--- src/i2c_irq_pkg.sv ---
package i2c_irq_pkg;

  // Register byte offsets on the host bus
  localparam logic [7:0] MASKED_STAT_OFS = 8'h2C;
  localparam logic [7:0] MASK_OFS        = 8'h30;
  localparam logic [7:0] RAW_STAT_OFS    = 8'h34;
  localparam logic [7:0] CLEAR_OFS       = 8'h40;
  localparam logic [7:0] CTRL_OFS        = 8'h44;

  // Bit positions in the status, mask, clear and control words
  localparam int RX_UNDER_BIT = 0;
  localparam int RX_OVER_BIT  = 1;
  localparam int RX_FULL_BIT  = 2;
  localparam int TX_OVER_BIT  = 3;
  localparam int RESTART_BIT  = 12;
  localparam int REPORT_EN_BIT = 0;

  // Compact source index order inside the block
  localparam int SRC_RX_UNDER = 0;
  localparam int SRC_RX_OVER  = 1;
  localparam int SRC_RX_FULL  = 2;
  localparam int SRC_TX_OVER  = 3;
  localparam int SRC_RESTART  = 4;
  localparam int NUM_SRC      = 5;

  // Values after reset, in compact source order
  localparam logic [4:0] MASK_RESET      = 5'h0F;
  localparam logic       REPORT_EN_RESET = 1'h0;
  localparam logic [4:0] FLAGS_RESET     = 5'h00;

  typedef enum logic {BUS_IDLE, BUS_ACK} bus_state_e;

endpackage

--- src/bus_ack.sv ---
`timescale 1ns/100ps
module bus_ack (
  input  wire logic clk,
  input  wire logic rst,
  input  wire logic cyc,
  input  wire logic stb,
  input  wire logic we,
  output logic      take,
  output logic      commit,
  output logic      ack
);

  typedef struct packed {
    i2c_irq_pkg::bus_state_e state;
  } state_s;

  state_s cur_reg;
  state_s cur_next;

  // Answer one cycle after the request is seen, then idle one cycle
  always_comb begin
    cur_next = cur_reg;
    case (cur_reg.state)
      i2c_irq_pkg::BUS_IDLE: begin
        if (cyc && stb) begin
          cur_next.state = i2c_irq_pkg::BUS_ACK;
        end
      end
      i2c_irq_pkg::BUS_ACK: begin
        cur_next.state = i2c_irq_pkg::BUS_IDLE;
      end
      default: begin
        cur_next.state = i2c_irq_pkg::BUS_IDLE;
      end
    endcase
  end

  always_ff @(posedge clk or posedge rst) begin
    if (rst) begin
      cur_reg <= '{state: i2c_irq_pkg::BUS_IDLE};
    end else begin
      cur_reg <= cur_next;
    end
  end

  assign take   = cyc && stb && (cur_reg.state == i2c_irq_pkg::BUS_IDLE);
  assign ack    = (cur_reg.state == i2c_irq_pkg::BUS_ACK);
  // Writes land on the edge where the master sees ack
  assign commit = ack && cyc && stb && we;

endmodule

--- src/event_flags.sv ---
`timescale 1ns/100ps
module event_flags #(
  parameter int N = 5
) (
  input  wire logic         clk,
  input  wire logic         rst,
  input  wire logic [N-1:0] set_pulse,
  input  wire logic [N-1:0] clr_pulse,
  output logic      [N-1:0] flags
);

  typedef struct packed {
    logic [N-1:0] flags_reg;
  } state_s;

  state_s cur_reg;
  state_s cur_next;

  // Set beats clear so an event in the clearing cycle survives
  always_comb begin
    cur_next = cur_reg;
    for (int i = 0; i < N; i++) begin
      if (set_pulse[i]) begin
        cur_next.flags_reg[i] = 1'b1;
      end else if (clr_pulse[i]) begin
        cur_next.flags_reg[i] = 1'b0;
      end
    end
  end

  always_ff @(posedge clk or posedge rst) begin
    if (rst) begin
      cur_reg <= '{flags_reg: '0};
    end else begin
      cur_reg <= cur_next;
    end
  end

  assign flags = cur_reg.flags_reg;

endmodule

--- src/i2c_irq_mask_raw_status.sv ---
// Operation
// Mask bit 3 gates transmit overflow; read-write, resets to one.
// Mask bit 2 gates receive full; read-write, resets to one.
// Mask bit 1 gates receive overflow; read-write, resets to one.
// Mask bit 0 gates receive underflow; read-write, resets to one.
// Raw status at 0x34 shows every source, ignoring the mask.
// Raw bit 12 sets on repeated start while addressed as target.
// Repeated start is reported only while the report enable is one.
// No repeated-start flag in high-speed mode or start-byte transfer.
// Repeated-start flag is read-only, resets to zero, one means active.
// Masked status is raw AND mask; interrupt output is any masked bit.
`timescale 1ns/100ps
module i2c_irq_mask_raw_status (
  input  wire logic        clk,
  input  wire logic        rst,
  input  wire logic        wb_cyc_i,
  input  wire logic        wb_stb_i,
  input  wire logic        wb_we_i,
  input  wire logic [7:0]  wb_adr_i,
  input  wire logic [3:0]  wb_sel_i,
  input  wire logic [31:0] wb_dat_i,
  output logic      [31:0] wb_dat_o,
  output logic             wb_ack_o,
  input  wire logic        tx_over_evt,
  input  wire logic        rx_full_evt,
  input  wire logic        rx_over_evt,
  input  wire logic        rx_under_evt,
  input  wire logic        restart_evt,
  input  wire logic        target_mode,
  input  wire logic        target_addressed,
  input  wire logic        high_speed_mode,
  input  wire logic        start_byte_xfer,
  output logic             intr
);

  localparam int NS = i2c_irq_pkg::NUM_SRC;

  typedef struct packed {
    logic [NS-1:0] mask_reg;
    logic          report_en_reg;
    logic [31:0]   rdata_reg;
    logic          intr_reg;
  } state_s;

  state_s cur_reg;
  state_s cur_next;

  logic          take;
  logic          commit;
  logic [NS-1:0] set_vec;
  logic [NS-1:0] clr_vec;
  logic [NS-1:0] raw_vec;
  logic [NS-1:0] masked_vec;
  logic          restart_qual;

  // Word address compare, byte lanes below bit 2 ignored
  function automatic logic reg_hit(input logic [7:0] adr, input logic [7:0] ofs);
    reg_hit = (adr[7:2] == ofs[7:2]);
  endfunction

  // Spread compact source vector onto register bit positions
  function automatic logic [31:0] to_word(input logic [NS-1:0] v);
    logic [31:0] w;
    w = 32'h00000000;
    w[i2c_irq_pkg::RX_UNDER_BIT] = v[i2c_irq_pkg::SRC_RX_UNDER];
    w[i2c_irq_pkg::RX_OVER_BIT]  = v[i2c_irq_pkg::SRC_RX_OVER];
    w[i2c_irq_pkg::RX_FULL_BIT]  = v[i2c_irq_pkg::SRC_RX_FULL];
    w[i2c_irq_pkg::TX_OVER_BIT]  = v[i2c_irq_pkg::SRC_TX_OVER];
    w[i2c_irq_pkg::RESTART_BIT]  = v[i2c_irq_pkg::SRC_RESTART];
    to_word = w;
  endfunction

  // Gather register bit positions back into source order
  function automatic logic [NS-1:0] from_word(input logic [31:0] w);
    logic [NS-1:0] v;
    v = '0;
    v[i2c_irq_pkg::SRC_RX_UNDER] = w[i2c_irq_pkg::RX_UNDER_BIT];
    v[i2c_irq_pkg::SRC_RX_OVER]  = w[i2c_irq_pkg::RX_OVER_BIT];
    v[i2c_irq_pkg::SRC_RX_FULL]  = w[i2c_irq_pkg::RX_FULL_BIT];
    v[i2c_irq_pkg::SRC_TX_OVER]  = w[i2c_irq_pkg::TX_OVER_BIT];
    v[i2c_irq_pkg::SRC_RESTART]  = w[i2c_irq_pkg::RESTART_BIT];
    from_word = v;
  endfunction

  // Byte enables applied to write data before use
  function automatic logic [31:0] lane_mask(input logic [3:0] sel);
    logic [31:0] m;
    m = 32'h00000000;
    for (int b = 0; b < 4; b++) begin
      m[8*b +: 8] = {8{sel[b]}};
    end
    lane_mask = m;
  endfunction

  bus_ack u_bus_ack (
    .clk    (clk),
    .rst    (rst),
    .cyc    (wb_cyc_i),
    .stb    (wb_stb_i),
    .we     (wb_we_i),
    .take   (take),
    .commit (commit),
    .ack    (wb_ack_o)
  );

  // Restart only counts when addressed as target; in high-speed or
  // start-byte transfers the restart precedes the address.
  assign restart_qual = restart_evt && cur_reg.report_en_reg
                     && target_mode && target_addressed
                     && !high_speed_mode && !start_byte_xfer;

  always_comb begin
    set_vec = '0;
    set_vec[i2c_irq_pkg::SRC_RX_UNDER] = rx_under_evt;
    set_vec[i2c_irq_pkg::SRC_RX_OVER]  = rx_over_evt;
    set_vec[i2c_irq_pkg::SRC_RX_FULL]  = rx_full_evt;
    set_vec[i2c_irq_pkg::SRC_TX_OVER]  = tx_over_evt;
    set_vec[i2c_irq_pkg::SRC_RESTART]  = restart_qual;
  end

  // Write-one-to-clear; the raw word itself accepts no writes
  assign clr_vec = (commit && reg_hit(wb_adr_i, i2c_irq_pkg::CLEAR_OFS))
                 ? from_word(wb_dat_i & lane_mask(wb_sel_i)) : '0;

  event_flags #(
    .N (NS)
  ) u_event_flags (
    .clk       (clk),
    .rst       (rst),
    .set_pulse (set_vec),
    .clr_pulse (clr_vec),
    .flags     (raw_vec)
  );

  assign masked_vec = raw_vec & cur_reg.mask_reg;

  always_comb begin
    logic [31:0] wmask;
    logic [31:0] rsel;
    wmask = lane_mask(wb_sel_i);
    rsel  = 32'h00000000;
    cur_next = cur_reg;
    // Mask bits change only on the acknowledged write edge
    if (commit && reg_hit(wb_adr_i, i2c_irq_pkg::MASK_OFS)) begin
      cur_next.mask_reg = (cur_reg.mask_reg & ~from_word(wmask))
                        | from_word(wb_dat_i & wmask);
    end
    if (commit && reg_hit(wb_adr_i, i2c_irq_pkg::CTRL_OFS) && wb_sel_i[0]) begin
      cur_next.report_en_reg = wb_dat_i[i2c_irq_pkg::REPORT_EN_BIT];
    end
    // Read data captured at request time; unmapped reads return zero
    if (reg_hit(wb_adr_i, i2c_irq_pkg::RAW_STAT_OFS)) begin
      rsel = to_word(raw_vec);
    end else if (reg_hit(wb_adr_i, i2c_irq_pkg::MASKED_STAT_OFS)) begin
      rsel = to_word(masked_vec);
    end else if (reg_hit(wb_adr_i, i2c_irq_pkg::MASK_OFS)) begin
      rsel = to_word(cur_reg.mask_reg);
    end else if (reg_hit(wb_adr_i, i2c_irq_pkg::CTRL_OFS)) begin
      rsel[i2c_irq_pkg::REPORT_EN_BIT] = cur_reg.report_en_reg;
    end else begin
      rsel = 32'h00000000;
    end
    if (take && !wb_we_i) begin
      cur_next.rdata_reg = rsel;
    end
    cur_next.intr_reg = |masked_vec;
  end

  always_ff @(posedge clk or posedge rst) begin
    if (rst) begin
      cur_reg <= '{mask_reg:      i2c_irq_pkg::MASK_RESET,
                   report_en_reg: i2c_irq_pkg::REPORT_EN_RESET,
                   rdata_reg:     32'h00000000,
                   intr_reg:      1'b0};
    end else begin
      cur_reg <= cur_next;
    end
  end

  assign wb_dat_o = cur_reg.rdata_reg;
  assign intr     = cur_reg.intr_reg;

  // Helper views for the checks below
  logic mask_write;
  logic clear_write;
  assign mask_write  = commit && reg_hit(wb_adr_i, i2c_irq_pkg::MASK_OFS)
                    && wb_sel_i[0];
  assign clear_write = commit && reg_hit(wb_adr_i, i2c_irq_pkg::CLEAR_OFS);
endmodule

--- config.mk ---
export PLATFORM = sky130hd
export DESIGN_NAME = i2c_irq_mask_raw_status
export DESIGN_NICKNAME = d
export VERILOG_FILES = /design/src/i2c_irq_pkg.sv /design/src/bus_ack.sv /design/src/event_flags.sv /design/src/i2c_irq_mask_raw_status.sv
export SDC_FILE = /design/constraint.sdc
export NUM_CORES = 1
export LEC_CHECK = 0
export ABC_AREA = 1
export BUFFER_PORTS_ARGS = -buffer_cell sky130_fd_sc_hd__buf_2
export CAP_MARGIN = 20
export CORE_AREA = 2 2 57 59
export DETAILED_ROUTE_END_ITERATION = 6
export DIE_AREA = 0 0 59 61
export PLACE_DENSITY = 0.83
export SLEW_MARGIN = 15
export SYNTH_ARGS = -nofsm -noshare
export SYNTH_HDL_FRONTEND = slang
export SYNTH_SLANG_ARGS = --single-unit
export TNS_END_PERCENT = 100
--- constraint.sdc ---
create_clock -name clk -period 1.7 [get_ports clk]
set_input_delay 0.085 -clock clk [delete_from_list [all_inputs] [get_ports clk]]
set_output_delay 0.085 -clock clk [all_outputs]
set_load 0.05 [all_outputs]
Word-level counts from Yosys, hierarchy flattened
Index checks and enable logic that the tools add are counted.
{ "totals": {"regBits": 45, "inputBits": 58, "output_inout_bits": 34, "word_cells": 62} }
{ "op_classes": {"eq_ne": 5, "mux": 17, "n_bitwise": 6, "n_reduce_logical": 24} }
{ "op_table": {"columns": ["op", "count"], "rows": [
  ["$mux W13", 3],
  ["$eq A6 B4 Y1 const B", 3],
  ["$logic_and A1 B1 Y1", 15],
  ["$and A13 B13 Y13", 1],
  ["$eq A6 B5 Y1 const B", 2],
  ["$mux W1", 12],
  ["$and A5 B5 Y5", 2],
  ["$reduce_bool A2 Y1", 5],
  ["$mux W5", 1],
  ["$not A5 Y5", 1],
  ["$or A5 B5 Y5", 1],
  ["$reduce_or A5 Y1", 1],
  ["$logic_not A1 Y1", 3],
  ["$pmux W1 S2", 1],
  ["$not A1 Y1", 1]
]} }

Longest topological paths before layout
{ "depth": {"word_depth": 7, "depth_mapped": 8, "mapped_depth_nobuf": 8} }

Cells and area by module
A second synthesis with hierarchy kept.
{ "unflattened": {"cells_unflattened": 179, "area_unflattened_um2": 1297.5} }
{ "modules_own_cells": {"columns": ["mod", "instances", "cells_per_inst", "area_per_inst_um2", "seq_area_each_um2"], "rows": [
  ["i2c_irq_mask_raw_status", 1, 147, 1049.8, 305.3],
  ["event_flags", 1, 26, 203.9, 125.1],
  ["bus_ack", 1, 6, 43.8, 25.0]
]} }

Least setup slack after synthesis
OpenSTA, ideal clock, no wires.
{ "synth_timing": {"kind": "register to register", "from": "register u_bus_ack.cur_reg (netlist: u_bus_ack.ack)", "to": "register u_event_flags.cur_reg, in the netlist u_event_flags.flags[0]", "setup_ns": 0.120, "t_arrival_ns": 1.299, "required_ns": 1.580, "setup_slack_ns": 0.281, "path_stages_with_launch": 6, "path_buffers": 0, "synth_period_minus_slack_ns": 1.419, "cell_sequence": "dfrtp_1 nand2_2 nor3b_4 nand2_2 o21ai_1 nand2_1"} }
{ "synth_between": {"elab_chain_len": 6} }
{ "synth_rtl": {"columns": ["item", "line_no", "text"], "rows": [
  ["from (decl)", "bus_ack.sv:17", "state_s cur_reg;"],
  ["from (signal assigned)", "bus_ack.sv:40", "cur_reg <= '{state: i2c_irq_pkg::BUS_IDLE};"],
  ["from (signal assigned)", "bus_ack.sv:42", "cur_reg <= cur_next;"],
  ["$logic_and A1 B1 Y1 (3 in series)", "bus_ack.sv:49", "assign commit = ack && cyc && stb && we;"],
  ["$logic_and A1 B1 Y1", null, null],
  ["$mux W5", "i2c_irq_mask_raw_status.sv:123", "? from_word(wb_dat_i & lane_mask(wb_sel_i)) : '0;"],
  ["$reduce_bool A2 Y1 (no source line)", null, null],
  ["to (signal assigned)", "event_flags.sv:33", "cur_reg <= '{flags_reg: '0};"],
  ["to (signal assigned)", "event_flags.sv:35", "cur_reg <= cur_next;"],
  ["to (decl)", "event_flags.sv:16", "state_s cur_reg;"]
]} }
No other way between the ends.
A chain may end at the register's enable or synchronous reset.

Worst setup path in the final report
Ends and elaborated chain as after synthesis.

==> flow_metrics.env <==
export IMPL_run_status="complete, no violations"
export IMPL_floorplan_initialDensity_pct=41.9
export IMPL_synth_ff_latch_count=18
export IMPL_route_final_wire_length_um=2140
export IMPL_ys_top_cells_by_count="nand2_1, buf_4, nor2_1"
export IMPL_portion_of_total_power_attributed_to_combinational_logic_pct=31.8
export IMPL_crit_type="register to register"
export IMPL_clkPwrFrac_pct=24.7
export IMPL_port_buffers=33
export IMPL_dpl_instance_area_um2=1300
export IMPL_clock_tree_buf_depth=2
export IMPL_async_flop_share_pct=100
export IMPL_crit_path_top_delay_cell="dfrtp_1"
export IMPL_grt_max_degree=19
export IMPL_slowest_delay_ps=460
export IMPL_global_route_overflow_total=0
export IMPL_drv_max_cap_violation_count=0
export IMPL_hpwl_um=1780
export IMPL_routedWlPerCell_um=8.97
export IMPL_fin_area_um2=1390
export IMPL_grt_util_all_layers_pct=12.8
export IMPL_synth_area_leaders="dfrtp_1, buf_4, nand2_1"
export IMPL_layout_min_cycle_time_ps=1210
export IMPL_worst_r2r_endpoint="u_event_flags.flags[0]"
export IMPL_finalMaxSlewViolations=0
export IMPL_count_of_endpoints_failing_hold_in_the_final_timing_report=0
export IMPL_drc=0
export IMPL_pwr_density_cell_nw_per_um2=763
export IMPL_critical_path_max_fanout=4
export IMPL_critical_path_buf_inv_count=0
export IMPL_via_to_cell_ratio=4.34
export IMPL_post_route_cells_drive_above_1_share_pct=25.4
export IMPL_tritoncts_num_sinks=18
export IMPL_reg2reg_slack_ps=490
export IMPL_crit_required_ps=1890
export IMPL_clkTransAtPathRegs_ps=100
export IMPL_hold_path_startpoint="wb_dat_i[3]"
export IMPL_ys_types=19
export IMPL_clock_root_buffer="clkbuf_4"
export IMPL_post_route_util_pct=47.0
export IMPL_rsz0062_at_grt="false"
export IMPL_total_switching_power_uw=413
export IMPL_critPathArrivalTime_ps=1400
export IMPL_intPower_uw=646
export IMPL_tritoncts_num_buffers=3
export IMPL_total_power_uw=1060
export IMPL_cpLargestDelayFamily="simple AND/OR/NAND/NOR gates"
export IMPL_first_pass_iters=4
export IMPL_final_setup_tns_ps=0
export IMPL_worst_pin_slew_ps=637
export IMPL_nFillCells=296
export IMPL_syn_inst=169
export IMPL_pre_cts_setup_slack_ps=495
export IMPL_launching_element_type_of_the_critical_path="register"
export IMPL_via_count=1033
export IMPL_num_nets_final=264
export IMPL_seq_area_frac_synth_pct=36.8
export IMPL_die_w_um=59
export IMPL_mappedNetlistArea_um2=1240
export IMPL_cts_tree="built"
export IMPL_drt_initial_drc_count=19
export IMPL_finalClockSkew_ps=1.10
export IMPL_die_area_um2=3600
export IMPL_post_cts_repair_setup_buffers=0
export IMPL_clk_insertion_delay_late_ps=290
export IMPL_antenna_cells=0
export IMPL_synth_yosys_warnings=0
export IMPL_min_period_over_period_pct=70.9
export IMPL_power_leakage_uw=0.000732
export IMPL_antenna_left=0
export IMPL_max_slew_margin_rel_pct=57.5
export IMPL_coreArea_um2=2950
export IMPL_die_h_um=61
export IMPL_ctsHtreeMaxLevel=1
export IMPL_worst_hold_path_type="primary input to register"
export IMPL_grt_antenna_before_repair=0
export IMPL_power_frac_seq_pct=43.6
export IMPL_design_portCount=92
export IMPL_achievable_frequency_mhz=830
export IMPL_netSwitchingFraction_pct=39.0
export IMPL_number_of_rows_in_the_core_area=20
export IMPL_grt_pass1_wl_um=3510
export IMPL_hold_depth=3
export IMPL_synth_top_area_share_pct=28.3
export IMPL_synthesis_area_per_instance_um2=7.32
export IMPL_ir_drop_mv=0.390
export IMPL_post_synth_edffs=0
export IMPL_areaGrowthSynthToFinish_pct=12.1
export IMPL_place_gp_congestion=0.866
export IMPL_synth_area_leader_cell="dfrtp_1"
export IMPL_synthFlopType="dfrtp_1"
export IMPL_most_repeated_cell_in_the_gate_level_netlist_after_synthesis="nand2_1"
export IMPL_worst_path_most_repeated_cell="nand2_2"
export IMPL_finalSetupViolCount=0
export IMPL_worstPathCellList="nand2_2 > nor3b_4 > nand2_2 > o21ai_1 > nand2_1"
export IMPL_number_of_global_route_vias_before_repair=920
export IMPL_fin_ws_ps=494
export IMPL_critical_path_reg2reg_startpoint="u_bus_ack.ack"
export IMPL_worst_r2r_path_depth=5
export IMPL_cp_end_kind="register"
[cell usage in the layout, fill, tap and decap left out, types with 2 or more instances in the layout]
| cell | count |
|---|---|
| clkbuf_4 | 3 |
| nor2_1 | 21 |
| conb_1 | 27 |
| nand4_1 | 3 |
| buf_2 | 33 |
| o21ai_0 | 6 |
| dlygate4sd3_1 | 5 |
| dfstp_2 | 4 |
| nor2_4 | 2 |
| nand2_1 | 42 |
| nand2_2 | 4 |
| dfrtp_1 | 14 |
| inv_1 | 18 |
| nand3_1 | 6 |
| o21ai_1 | 10 |
[power groups by stage]
| stage | logic [uW] | registers [uW] | clock network (uW) |
|---|---|---|---|
| floorplan | 331 | 475 | 0 |
| global route | 360 | 465 | 287 |
| finish | 336 | 461 | 261 |
| CTS | 338 | 462 | 268 |
| detailed placement | 329 | 470 | 0 |
| global placement | 325 | 470 | 0 |
[what timing repair did]
| action | 4_1_cts | 5_1_grt |
|---|---|---|
| endpoints found under the setup margin | 0 | 0 |
| resized for setup | 0 | 0 |
| endpoints found under the hold margin | 18 | 0 |
| hold buffers | 5 | 0 |
[routing by layer]
layer  part of all wire [%]  wire length [um]  global-route usage (%)
met5                      0                 0                       0
met4                    1.3                27                    6.17
met3                    6.4               136                    2.99
met2                     51              1090                    23.0
met1                     41               885                    14.3
[area by class of cell]
| cell class | instances | area (um^2) | share of cell area [%] |
|---|---|---|---|
| flip-flops and latches | 18 | 455 | 32.8 |
| repair buffers | 38 | 215 | 15.5 |
| multi-input cells | 125 | 564 | 40.7 |
| well taps | 33 | 41.3 | 2.98 |
| inverters | 20 | 75.1 | 5.41 |
| clock buffers | 4 | 36.3 | 2.61 |
[per-stage QoR]
stage	instances	hold WS (ps)
finish	238	9.41
CTS	238	8.79
global placement	229	197
global route	238	20.5
detailed placement	229	203
floorplan	195	20.7
[kinds of logic after synthesis]
kind of cell | after synthesis | synth area share, %
flops | 18 | 36.8
simple gates | 81 | 30.2
buf+inv | 52 | 25.5
compound gates | 17 | 7.18
other cells | 1 | 0.303
[how the worst max path moves through the flow]
stage / slack, ps / end / startpoint / cells after the start
global route: 380 / u_event_flags.flags[3] / u_bus_ack.ack / 5
finish: 490 / u_event_flags.flags[0] / u_bus_ack.ack / 5
detailed placement: 500 / u_event_flags.flags[3] / u_bus_ack.ack / 5
floorplan: 280 / u_event_flags.flags[0] / u_bus_ack.ack / 5
global placement: 520 / u_event_flags.flags[0] / u_bus_ack.ack / 5
CTS: 480 / u_event_flags.flags[3] / u_bus_ack.ack / 5
[worst reg2reg max path, cell delays in order, from the launching register on]
cell and delay [ps]:
dfrtp_1 460, nand2_2 110, nor3b_4 230, nand2_2 120, o21ai_1 140, nand2_1 60
Note: power is estimated with default switching activity, not from simulation.
